**config.mk**
```make
export PLATFORM = sky130hd
export DESIGN_NAME = psq_suspend_ctrl
export DESIGN_NICKNAME = d
export VERILOG_FILES = /design/src/logic/psq_pkg.sv /design/src/logic/psq_pkt_if.sv /design/src/logic/psq_pkt_buf.sv /design/src/logic/psq_serializer.sv /design/src/logic/psq_suspend_ctrl.sv
export SDC_FILE = /design/constraint.sdc
export NUM_CORES = 1
export LEC_CHECK = 0
export BUFFER_PORTS_ARGS = -buffer_cell sky130_fd_sc_hd__buf_2
export CORE_UTILIZATION = 25
export DETAILED_ROUTE_END_ITERATION = 6
export GPL_ROUTABILITY_DRIVEN = 0
export SETUP_SLACK_MARGIN = 0.02
export SLEW_MARGIN = 20
export SYNTH_ARGS = -nofsm -noshare
export SYNTH_HDL_FRONTEND = slang
export SYNTH_SLANG_ARGS = --single-unit
```
**constraint.sdc**
```tcl
create_clock -name i_core_clk -period 4.85 [get_ports i_core_clk]
set_input_delay 0.2425 -clock i_core_clk [delete_from_list [all_inputs] [get_ports i_core_clk]]
set_output_delay 0.2425 -clock i_core_clk [all_outputs]
set_load 0.05 [all_outputs]
```
**src/logic/psq_pkg.sv**
```systemverilog
package psq_pkg;

  // system clock rate
  localparam int          PSQ_CLK_MHZ        = 20;

  // register offsets in the memory-mapped power management space
  localparam logic [15:0] PSQ_OFS_INTERVAL   = 16'h8504;
  localparam logic [15:0] PSQ_OFS_CLK_STOP   = 16'h8508;
  localparam logic [15:0] PSQ_OFS_PACKET     = 16'h850c;
  // configuration index of config_control_two
  localparam logic [7:0]  PSQ_IDX_CFG_TWO    = 8'hc2;

  // field positions
  localparam int          PSQ_BIT_HALT_EN    = 3;
  localparam int          PSQ_BIT_PIN_EN     = 7;
  localparam int          PSQ_BIT_CLK_STOP   = 0;
  localparam int          PSQ_IVL_LSB        = 3;
  localparam int          PSQ_IVL_MSB        = 4;

  // reset values
  localparam logic [7:0]  PSQ_RST_CFG_TWO    = 8'h00;
  localparam logic [7:0]  PSQ_RST_INTERVAL   = 8'h00;
  localparam logic [7:0]  PSQ_RST_CLK_STOP   = 8'h00;
  localparam logic [7:0]  PSQ_RST_PACKET     = 8'h00;

  // packet interval choices in microseconds, selected by the interval field
  localparam int          PSQ_IVL0_US        = 1;
  localparam int          PSQ_IVL1_US        = 2;
  localparam int          PSQ_IVL2_US        = 5;
  localparam int          PSQ_IVL3_US        = 10;
  localparam logic [7:0]  PSQ_IVL0_CYC       = 8'(PSQ_IVL0_US * PSQ_CLK_MHZ);
  localparam logic [7:0]  PSQ_IVL1_CYC       = 8'(PSQ_IVL1_US * PSQ_CLK_MHZ);
  localparam logic [7:0]  PSQ_IVL2_CYC       = 8'(PSQ_IVL2_US * PSQ_CLK_MHZ);
  localparam logic [7:0]  PSQ_IVL3_CYC       = 8'(PSQ_IVL3_US * PSQ_CLK_MHZ);

  // serial framing lengths in clocks
  localparam logic [2:0]  PSQ_START_CYC      = 3'h2;
  localparam logic [2:0]  PSQ_LAST_BIT       = 3'h7;

  // suspend sequencer states
  typedef enum logic [3:0] {
    PSQ_RUN, PSQ_HALT_BCAST, PSQ_HALT_WAIT_PCI, PSQ_HALT_SUSPEND_REQUEST_N, PSQ_PIN_DRAIN,
    PSQ_PIN_SUSPEND_REQUEST_N, PSQ_PIN_PCI, PSQ_DEEP_REFRESH, PSQ_DEEP_STOP, PSQ_EXIT_WAIT
  } psq_state_t;

  // serializer states
  typedef enum logic [1:0] {
    PSQ_SER_IDLE, PSQ_SER_START, PSQ_SER_DATA, PSQ_SER_END
  } psq_ser_state_t;

endpackage : psq_pkg

```
**src/logic/psq_pkt_if.sv**
```systemverilog
// carries packet words from the two-entry buffer to the serializer
interface psq_pkt_if;
  logic [7:0] word;
  logic       valid;
  logic       ready;
  logic       done;
  logic [7:0] sent;

  modport src (output word, output valid, input ready, input done, input sent);
  modport ser (input word, input valid, output ready, output done, output sent);
endinterface : psq_pkt_if

```
**src/logic/psq_pkt_buf.sv**
```systemverilog
// two-entry buffer between packet snapshot and serializer
module psq_pkt_buf
  import psq_pkg::*;
(
  // clock and reset
  input  wire logic       i_core_clk,
  input  wire logic       i_rst_n,
  // fill side
  input  wire logic       i_valid,
  input  wire logic [7:0] i_word,
  output logic            o_ready,
  // drain side
  psq_pkt_if.src          out
);

  logic [7:0] mem_q [2];
  logic [7:0] mem_d [2];
  logic       wp_q, wp_d, rp_q, rp_d;
  logic [1:0] cnt_q, cnt_d;
  logic       push, pop;

  // honest full and empty flags give back-pressure to the interval counter
  always_comb begin
    o_ready   = (cnt_q != 2'h2);
    out.valid = (cnt_q != 2'h0);
    out.word  = mem_q[rp_q];
    push      = i_valid && o_ready;
    pop       = out.valid && out.ready;
    mem_d     = mem_q;
    if (push) begin
      mem_d[wp_q] = i_word;
    end
    wp_d  = push ? ~wp_q : wp_q;
    rp_d  = pop ? ~rp_q : rp_q;
    cnt_d = cnt_q + {1'b0, push} - {1'b0, pop};
  end

  always_ff @(posedge i_core_clk) begin
    if (!i_rst_n) begin
      mem_q[0] <= 8'h00;
      mem_q[1] <= 8'h00;
      wp_q     <= 1'b0;
      rp_q     <= 1'b0;
      cnt_q    <= 2'h0;
    end else begin
      mem_q <= mem_d;
      wp_q  <= wp_d;
      rp_q  <= rp_d;
      cnt_q <= cnt_d;
    end
  end

endmodule : psq_pkt_buf

```
**src/logic/psq_serializer.sv**
```systemverilog
// frames one packet: start marker, eight bits msb first, end marker
module psq_serializer
  import psq_pkg::*;
(
  // clock and reset
  input  wire logic i_core_clk,
  input  wire logic i_rst_n,
  // packet words
  psq_pkt_if.ser    in,
  // serial line
  output logic      o_line
);

  psq_ser_state_t st_q, st_d;
  logic [7:0]     sh_q, sh_d;
  logic [2:0]     cnt_q, cnt_d;
  logic           line_q, line_d;

  always_comb begin
    st_d     = st_q;
    sh_d     = sh_q;
    cnt_d    = cnt_q;
    line_d   = 1'b0;
    in.ready = (st_q == PSQ_SER_IDLE);
    in.done  = 1'b0;
    in.sent  = sh_q;
    case (st_q)
      PSQ_SER_IDLE: begin
        if (in.valid) begin
          sh_d   = in.word;
          // count from zero: this cycle and the next one form the marker
          cnt_d  = 3'h0;
          line_d = 1'b1;
          st_d   = PSQ_SER_START;
        end
      end
      PSQ_SER_START: begin
        if (cnt_q == PSQ_START_CYC - 3'h1) begin
          line_d = sh_q[7];
          cnt_d  = 3'h0;
          st_d   = PSQ_SER_DATA;
        end else begin
          line_d = 1'b1;
          cnt_d  = cnt_q + 3'h1;
        end
      end
      PSQ_SER_DATA: begin
        // one bit per clock
        if (cnt_q == PSQ_LAST_BIT) begin
          line_d = 1'b1;
          st_d   = PSQ_SER_END;
        end else begin
          cnt_d  = cnt_q + 3'h1;
          line_d = sh_q[3'h6 - cnt_q];
        end
      end
      PSQ_SER_END: begin
        in.done = 1'b1;
        st_d    = PSQ_SER_IDLE;
      end
      default: st_d = PSQ_SER_IDLE;
    endcase
  end

  always_ff @(posedge i_core_clk) begin
    if (!i_rst_n) begin
      st_q   <= PSQ_SER_IDLE;
      sh_q   <= 8'h00;
      cnt_q  <= 3'h0;
      line_q <= 1'b0;
    end else begin
      st_q   <= st_d;
      sh_q   <= sh_d;
      cnt_q  <= cnt_d;
      line_q <= line_d;
    end
  end

  assign o_line = line_q;

endmodule : psq_serializer

```
**src/logic/psq_suspend_ctrl.sv**
```systemverilog
// Behaviour
// - halt with halt_suspend_enable set enters halt-initiated suspend
// - halt broadcast cycle completes before suspend_ack_n goes low
// - interrupt or management interrupt ends halt suspend within six clocks
// - pci master activity during halt suspend holds suspend_ack_n inactive
// - pci access in progress at halt delays suspend_ack_n until done
// - suspend_request_n honoured only with suspend_pin_enable set
// - core drains instructions and bus cycles before pin suspend ack
// - suspend_request_n sampled on every rising system clock edge
// - request sampled inactive releases ack within two clocks or after refresh; code lifts ack at once, a refresh only holds the stall
// - one interrupt and one management interrupt latched during pin suspend
// - pci request in pin suspend releases ack to serve master
// - pci done and request withdrawn re-enters suspend if still requested
// - pci access in progress at request delays ack until done
// - clock stop with graphics active ignores request, no deep suspend
// - deep entry puts sdram in self refresh then stops internal clocks
// - deep suspend leaves only on request deassertion after clock restart
// - events gather in 8-bit packet, sent every 1 to 10 us by bits 4:3
// - line low until interval expires, then high two clocks as start
// - packet bits shift out msb first, bit 7 to bit 0
// - end marker high one clock, then low until next interval
// - packet register cleared once transmission finishes; code clears only the bits sent, later events stay
module psq_suspend_ctrl
  import psq_pkg::*;
(
  // clock and reset
  input  wire logic        i_core_clk,
  input  wire logic        i_rst_n,
  // memory-mapped power management registers
  input  wire logic        i_reg_wr_en,
  input  wire logic        i_reg_rd_en,
  input  wire logic [15:0] i_reg_addr,
  input  wire logic [31:0] i_reg_wdata,
  output logic      [31:0] o_reg_rdata,
  // configuration register port
  input  wire logic        i_cfg_wr_en,
  input  wire logic [7:0]  i_cfg_index,
  input  wire logic [7:0]  i_cfg_wdata,
  output logic      [7:0]  o_cfg_rdata,
  // pins from the companion and the system
  input  wire logic        i_suspend_request_n,
  input  wire logic        i_maskable_interrupt,
  input  wire logic        i_mgmt_interrupt_n,
  input  wire logic        i_pci_master_request_n,
  output logic             o_suspend_ack_n,
  output logic             o_pm_packet_out,
  // core side
  input  wire logic        i_halt_exec,
  input  wire logic        i_maskable_interrupt_enabled,
  input  wire logic        i_core_idle,
  input  wire logic        i_pend_service,
  output logic             o_maskable_interrupt_pending,
  output logic             o_smi_pending,
  output logic             o_core_stall,
  // pci controller
  input  wire logic        i_pci_master_busy,
  input  wire logic        i_halt_cycle_done,
  output logic             o_halt_cycle_req,
  // memory controller, graphics and clock gating
  input  wire logic        i_refresh_active,
  input  wire logic        i_self_refresh_ack,
  input  wire logic        i_gfx_pipe_active,
  output logic             o_self_refresh_req,
  output logic             o_clocks_stop,
  // processor events for the packet
  input  wire logic [7:0]  i_pm_events
);

  // two-flop synchronisers for pin inputs: req, maskable_interrupt, smi, pci request
  logic [3:0] meta_q, sync_q;
  always_ff @(posedge i_core_clk) begin
    if (!i_rst_n) begin
      meta_q <= 4'hd;
      sync_q <= 4'hd;
    end else begin
      meta_q <= {i_pci_master_request_n, i_mgmt_interrupt_n,
                 i_maskable_interrupt, i_suspend_request_n};
      sync_q <= meta_q;
    end
  end

  logic req_on, maskable_interrupt_on, smi_on, pci_req_on, pci_act;
  always_comb begin
    req_on     = !sync_q[0];
    maskable_interrupt_on    = sync_q[1] && i_maskable_interrupt_enabled;
    smi_on     = !sync_q[2];
    pci_req_on = !sync_q[3];
    pci_act    = pci_req_on || i_pci_master_busy;
  end

  // register state
  logic [7:0] cfg_q, cfg_d, ivl_q, ivl_d, cstp_q, cstp_d, pkt_q, pkt_d;
  logic       halt_en, pin_en, cstp_en;
  logic       pkt_wr, sent_done;
  logic [7:0] sent_word;

  always_comb begin
    halt_en = cfg_q[PSQ_BIT_HALT_EN];
    pin_en  = cfg_q[PSQ_BIT_PIN_EN];
    cstp_en = cstp_q[PSQ_BIT_CLK_STOP];
    cfg_d   = cfg_q;
    ivl_d   = ivl_q;
    cstp_d  = cstp_q;
    pkt_wr  = i_reg_wr_en && (i_reg_addr == PSQ_OFS_PACKET);
    if (i_cfg_wr_en && (i_cfg_index == PSQ_IDX_CFG_TWO)) begin
      cfg_d = i_cfg_wdata;
    end
    if (i_reg_wr_en && (i_reg_addr == PSQ_OFS_INTERVAL)) begin
      ivl_d = i_reg_wdata[7:0];
    end
    if (i_reg_wr_en && (i_reg_addr == PSQ_OFS_CLK_STOP)) begin
      cstp_d = i_reg_wdata[7:0];
    end
    // only the bits that were sent are cleared, so events arriving
    // during a transmission or in the clearing cycle survive
    pkt_d = pkt_q;
    if (sent_done) begin
      pkt_d = pkt_q & ~sent_word;
    end
    if (pkt_wr) begin
      pkt_d = i_reg_wdata[7:0];
    end
    pkt_d = pkt_d | i_pm_events;
  end

  always_ff @(posedge i_core_clk) begin
    if (!i_rst_n) begin
      cfg_q  <= PSQ_RST_CFG_TWO;
      ivl_q  <= PSQ_RST_INTERVAL;
      cstp_q <= PSQ_RST_CLK_STOP;
      pkt_q  <= PSQ_RST_PACKET;
    end else begin
      cfg_q  <= cfg_d;
      ivl_q  <= ivl_d;
      cstp_q <= cstp_d;
      pkt_q  <= pkt_d;
    end
  end

  // read data registered; unmapped addresses read zero
  logic [31:0] rdata_q, rdata_d;
  always_comb begin
    rdata_d = rdata_q;
    if (i_reg_rd_en) begin
      case (i_reg_addr)
        PSQ_OFS_INTERVAL: rdata_d = {24'h000000, ivl_q};
        PSQ_OFS_CLK_STOP: rdata_d = {24'h000000, cstp_q};
        PSQ_OFS_PACKET:   rdata_d = {24'h000000, pkt_q};
        default:          rdata_d = 32'h00000000;
      endcase
    end
  end

  always_ff @(posedge i_core_clk) begin
    if (!i_rst_n) begin
      rdata_q <= 32'h00000000;
    end else begin
      rdata_q <= rdata_d;
    end
  end

  assign o_reg_rdata = rdata_q;
  assign o_cfg_rdata = cfg_q;

  // interval counter; it waits at zero while the buffer is full
  logic [7:0] icnt_q, icnt_d, reload;
  logic       snap_valid, snap_ready;
  always_comb begin
    case (ivl_q[PSQ_IVL_MSB:PSQ_IVL_LSB])
      2'h0:    reload = PSQ_IVL0_CYC;
      2'h1:    reload = PSQ_IVL1_CYC;
      2'h2:    reload = PSQ_IVL2_CYC;
      default: reload = PSQ_IVL3_CYC;
    endcase
    snap_valid = (icnt_q == 8'h00);
    icnt_d     = icnt_q;
    if (snap_valid) begin
      if (snap_ready) begin
        icnt_d = reload - 8'h01;
      end
    end else begin
      icnt_d = icnt_q - 8'h01;
    end
  end

  always_ff @(posedge i_core_clk) begin
    if (!i_rst_n) begin
      icnt_q <= PSQ_IVL0_CYC;
    end else begin
      icnt_q <= icnt_d;
    end
  end

  psq_pkt_if pkt_bus ();

  psq_pkt_buf u_buf (
    .i_core_clk (i_core_clk),
    .i_rst_n    (i_rst_n),
    .i_valid    (snap_valid),
    .i_word     (pkt_q),
    .o_ready    (snap_ready),
    .out        (pkt_bus.src)
  );

  psq_serializer u_ser (
    .i_core_clk (i_core_clk),
    .i_rst_n    (i_rst_n),
    .in         (pkt_bus.ser),
    .o_line     (o_pm_packet_out)
  );

  assign sent_done = pkt_bus.done;
  assign sent_word = pkt_bus.sent;

  // suspend sequencer
  psq_state_t st_q, st_d;
  logic       ack_q, ack_d;
  logic       pi_q, pi_d, ps_q, ps_d;
  logic       pin_suspend_request_n;

  always_comb begin
    st_d = st_q;
    case (st_q)
      PSQ_RUN: begin
        if (i_halt_exec && halt_en) begin
          st_d = PSQ_HALT_BCAST;
        end else if (req_on && pin_en) begin
          // graphics still running blocks a deep request entirely
          if (!(cstp_en && i_gfx_pipe_active)) begin
            st_d = PSQ_PIN_DRAIN;
          end
        end
      end
      PSQ_HALT_BCAST: begin
        if (i_halt_cycle_done) begin
          st_d = PSQ_HALT_WAIT_PCI;
        end
      end
      PSQ_HALT_WAIT_PCI: begin
        if (maskable_interrupt_on || smi_on) begin
          st_d = PSQ_RUN;
        end else if (!i_pci_master_busy) begin
          st_d = PSQ_HALT_SUSPEND_REQUEST_N;
        end
      end
      PSQ_HALT_SUSPEND_REQUEST_N: begin
        if (maskable_interrupt_on || smi_on) begin
          st_d = i_refresh_active ? PSQ_EXIT_WAIT : PSQ_RUN;
        end
      end
      PSQ_PIN_DRAIN: begin
        if (!req_on || !pin_en) begin
          st_d = PSQ_RUN;
        end else if (i_core_idle && !pci_act) begin
          st_d = cstp_en ? PSQ_DEEP_REFRESH : PSQ_PIN_SUSPEND_REQUEST_N;
        end
      end
      PSQ_PIN_SUSPEND_REQUEST_N: begin
        if (!req_on) begin
          st_d = i_refresh_active ? PSQ_EXIT_WAIT : PSQ_RUN;
        end else if (pci_req_on) begin
          st_d = PSQ_PIN_PCI;
        end
      end
      PSQ_PIN_PCI: begin
        if (!pci_act) begin
          st_d = req_on ? PSQ_PIN_SUSPEND_REQUEST_N : PSQ_RUN;
        end
      end
      PSQ_DEEP_REFRESH: begin
        if (i_self_refresh_ack) begin
          st_d = PSQ_DEEP_STOP;
        end
      end
      PSQ_DEEP_STOP: begin
        // nothing but the request going away is looked at here; an edge
        // arriving at all means the outside clock runs again
        if (!req_on) begin
          st_d = PSQ_EXIT_WAIT;
        end
      end
      PSQ_EXIT_WAIT: begin
        if (!i_refresh_active && !i_self_refresh_ack) begin
          st_d = PSQ_RUN;
        end
      end
      default: st_d = PSQ_RUN;
    endcase

    // ack low only in a settled suspend state; in halt suspend pci activity lifts it
    ack_d = (st_d == PSQ_HALT_SUSPEND_REQUEST_N && !pci_act)
         || (st_d == PSQ_PIN_SUSPEND_REQUEST_N)
         || (st_d == PSQ_DEEP_STOP);

    // one interrupt and one management interrupt held across pin suspend;
    // the service clear acts only outside pin suspend, where no new event is latched
    pin_suspend_request_n = (st_q == PSQ_PIN_DRAIN) || (st_q == PSQ_PIN_SUSPEND_REQUEST_N)
            || (st_q == PSQ_PIN_PCI) || (st_q == PSQ_DEEP_STOP);
    pi_d = pi_q;
    ps_d = ps_q;
    if (i_pend_service && !pin_suspend_request_n) begin
      pi_d = 1'b0;
      ps_d = 1'b0;
    end
    if (pin_suspend_request_n && sync_q[1]) begin
      pi_d = 1'b1;
    end
    if (pin_suspend_request_n && smi_on) begin
      ps_d = 1'b1;
    end
  end

  always_ff @(posedge i_core_clk) begin
    if (!i_rst_n) begin
      st_q  <= PSQ_RUN;
      ack_q <= 1'b0;
      pi_q  <= 1'b0;
      ps_q  <= 1'b0;
    end else begin
      st_q  <= st_d;
      ack_q <= ack_d;
      pi_q  <= pi_d;
      ps_q  <= ps_d;
    end
  end

  // outputs from state
  assign o_suspend_ack_n    = !ack_q;
  assign o_halt_cycle_req   = (st_q == PSQ_HALT_BCAST);
  assign o_core_stall       = (st_q != PSQ_RUN);
  assign o_self_refresh_req = (st_q == PSQ_DEEP_REFRESH) || (st_q == PSQ_DEEP_STOP);
  assign o_clocks_stop      = (st_q == PSQ_DEEP_STOP);
  assign o_maskable_interrupt_pending     = pi_q && !pin_suspend_request_n;
  assign o_smi_pending      = ps_q && !pin_suspend_request_n;

endmodule : psq_suspend_ctrl
```
==> impl_metrics.tcl <==
set metrics [dict create \
    final_cells 888 \
    routed_wl_um 10750 \
    startpoint_type "register" \
    antennaDiodeCount 0 \
    path_clk_slew_ns 0.06 \
    hp-class "in2reg" \
    vias 3909 \
    cts_tree "done" \
    cts_num_sinks 97 \
    ant_nets 0 \
    slew_headroom 0.4883 \
    io_buffers 89 \
    num-nets-final 724 \
    yosysSeqAreaShare 0.3902 \
    syn_to_final_growth_pct 17.68 \
    r2r-start "ivl_q[3]" \
    ir_drop_mv 0.1662 \
    rows 51 \
    ios 138 \
    rsz0062_at_grt "no" \
    vias_per_cell 4.402 \
    synth_edf_count 0 \
    initial_utilization 0.2557 \
    worst_pin_slew_ns 0.7611 \
    min_period_ns 2.396 \
    r2r_slack_ns 2.64 \
    fin_hold_ws_ns 0.07943 \
    synth-seq-cells 97 \
    critPathCaptureType "primary output" \
    crit_type "reg2out" \
    drive_gt1_frac 0.2055 \
    post-route-period-util 0.4940 \
    dieHeight_um 143.1 \
    dieArea_sq_um 20470 \
    cts_buffers 9 \
    fmax_ghz 0.4174 \
    clock_tree.buffer_depth 2 \
    slowest_stage "o31ai_1" \
    drtIter0Drc 175 \
    status "completed" \
    synth.distinct_cells 60 \
    dp.cells 872 \
    clockRootBuffer "clkbuf_16" \
    power.leakage_nw 2.493 \
    timing.rr.end "icnt_q[7]" \
    ys.flop_type "dfxtp_1" \
    hold_start "i_pci_master_request_n" \
    hold_end "meta_q[3]" \
    syn_inst 543 \
    crit_path_cell_trace "inv_1, o31ai_1, nor2_1, buf_2" \
    crit_arrival_ns 2.15 \
    worstRegToRegCells 7 \
    slowest_delay_ns 0.69 \
    avgRoutedWirePerCell_um 12.11 \
    grt_start_max_net_pins 86 \
    overflow 0 \
    hold_violations 0 \
    htree_levels 3 \
    total_power_mw 2.078 \
    cp_data_required_time_ns 4.61 \
    whs_path_depth 2 \
    clkLatencyLatePin_ns 0.35 \
    max_cap_violations 0 \
    synthTopCellsByArea "dfxtp_1 39%, mux2i_1 8.4%, nor2b_1 5.4%, ha_1 4.0%, nand2_1 3.9%" \
    fp.dieW_um 143.1 \
    finClkSkew_ns 0.007820 \
    slew_violations 0 \
    avgSynthCellArea_sq_um 9.164 \
    yosysWarnings 0 \
    synth_area_sq_um 4976 \
    post_cts_resized 0 \
    grt_pass1_vias 3572 \
    grt_usage 0.1093 \
    async_flop_share 0 \
    drt_pass1_iterations 5 \
    grt_first_pass_wirelength_um 17680 \
    fin_util 0.3009 \
    yosys.area.top_type "dfxtp_1" \
    drc 0 \
    core_area_sq_um 19460 \
    hold_buffers 0 \
    worstPathMaxFanout 17 \
    powerDensity_nw_per_um2 354.8 \
    tns_ns 0 \
    hpwl_um 7712 \
    synth_top_area_frac 0.3902 \
    antenna_found_initial 0 \
    post-cts-setup-buffers 0 \
    setup_viol_count_final 0 \
]
worst max-delay path by stage:
stage                  start                           end  slack (ns)  cells past startpoint
2_1_floorplan  u_ser.st_q[0]                u_buf.cnt_q[0]        2.81                      9
3_3_place_gp        ivl_q[3]                     icnt_q[7]        2.65                      7
3_5_place_dp        ivl_q[3]                     icnt_q[7]        2.64                      7
4_1_cts              st_q[2]  o_maskable_interrupt_pending        2.42                      4
5_1_grt              st_q[2]  o_maskable_interrupt_pending        2.20                      4
6_report             st_q[2]  o_maskable_interrupt_pending        2.45                      4
synthesized netlist by cell type, types with 9 or more instances:
master / number
inv_1: 18
buf_4: 25
nand3_1: 15
ha_1: 16
o21ai_0: 18
nand2b_1: 13
dfxtp_1: 97
a21oi_1: 15
nor2b_1: 43
a21boi_1: 10
and2_1: 10
nor2_1: 22
a22oi_1: 9
clkbuf_1: 20
mux2i_1: 42
nand2_1: 52
critical path: cells and delay by family (launching register included):
kind,cells,cell delay [ns]
AOI/OAI and AO/OA,1,0.69
and+or+nand+nor,1,0.08
DFF,1,0.65
buffers and inverters,2,0.40
layer usage:
metal  vias to the layer above  track usage  routed length, um
li1                       2012            -                  -
met1                      1789       0.1477               5607
met2                       100       0.1641               4507
met3                         8      0.02649                492
met4                         0      0.04641                144
met5                         -            0                  0
metrics by stage:
| step | worst slack (ns) | instance area (sq um) |
|---|---|---|
| final | 2.454 | 5856 |
| after global routing | 2.199 | 5856 |
| after CTS | 2.417 | 5856 |
| after detailed placement | 2.638 | 5573 |
| after global placement | 2.652 | 5573 |
| after floorplan | 2.806 | 5062 |
where the power goes:
| group | total, mW | leakage, nW | internal, mW | switching [mW] |
|---|---|---|---|---|
| Clock | 0.687 | 0.128 | 0.365 | 0.322 |
| Sequential | 0.944 | 0.789 | 0.866 | 0.0778 |
| Combinational | 0.446 | 1.58 | 0.194 | 0.252 |
cell families after synthesis:
logic type / synth area share
other: 0.0007536
DFF: 0.3902
adders and majority gates: 0.04023
and+or+nand+nor: 0.2115
muxes: 0.1116
xor gates and xnor gates: 0.01584
AOI/OAI and AO/OA: 0.1582
buffers and inverters: 0.07166
layout by cell type, fill, tap and decap left out, types with 9 or more instances in the layout:
master	netlist	routed
nand2_1	52	52
ha_1	16	16
inv_1	18	18
conb_1	1	24
o21ai_0	18	18
and2_1	10	10
a21boi_1	10	10
nor2b_1	43	43
nor2_1	22	22
mux2i_1	42	42
a21oi_1	15	15
clkbuf_16	0	9
nand2b_1	13	13
a22oi_1	9	9
nand3_1	15	15
dfxtp_1	97	97
buf_2	3	89
layout make-up:
class                           count  area (sq um)
Clock buffer                       11         242.7
Clock inverter                      5         40.04
Fill cell                        2057         13610
Inverter                           18         67.56
Multi-Input combinational cell    400          2764
Sequential cell                    97          1942
Tap cell                          265         331.6
Timing Repair Buffer               92         467.9
sequential cells by signal (all words and copies together), names as in the netlist, 2 cells and up:
| signal | flops |
|---|---|
| u_buf.mem_q | 16 |
| cstp_q | 8 |
| icnt_q | 8 |
| ivl_q | 8 |
| o_cfg_rdata | 8 |
| o_reg_rdata | 8 |
| pkt_q | 8 |
| u_ser.in.sent | 8 |
| meta_q | 4 |
| st_q | 4 |
| sync_q | 4 |
| u_ser.cnt_q | 3 |
| u_buf.cnt_q | 2 |
| u_ser.st_q | 2 |
No activity file was read; power rests on OpenSTA's default activity.
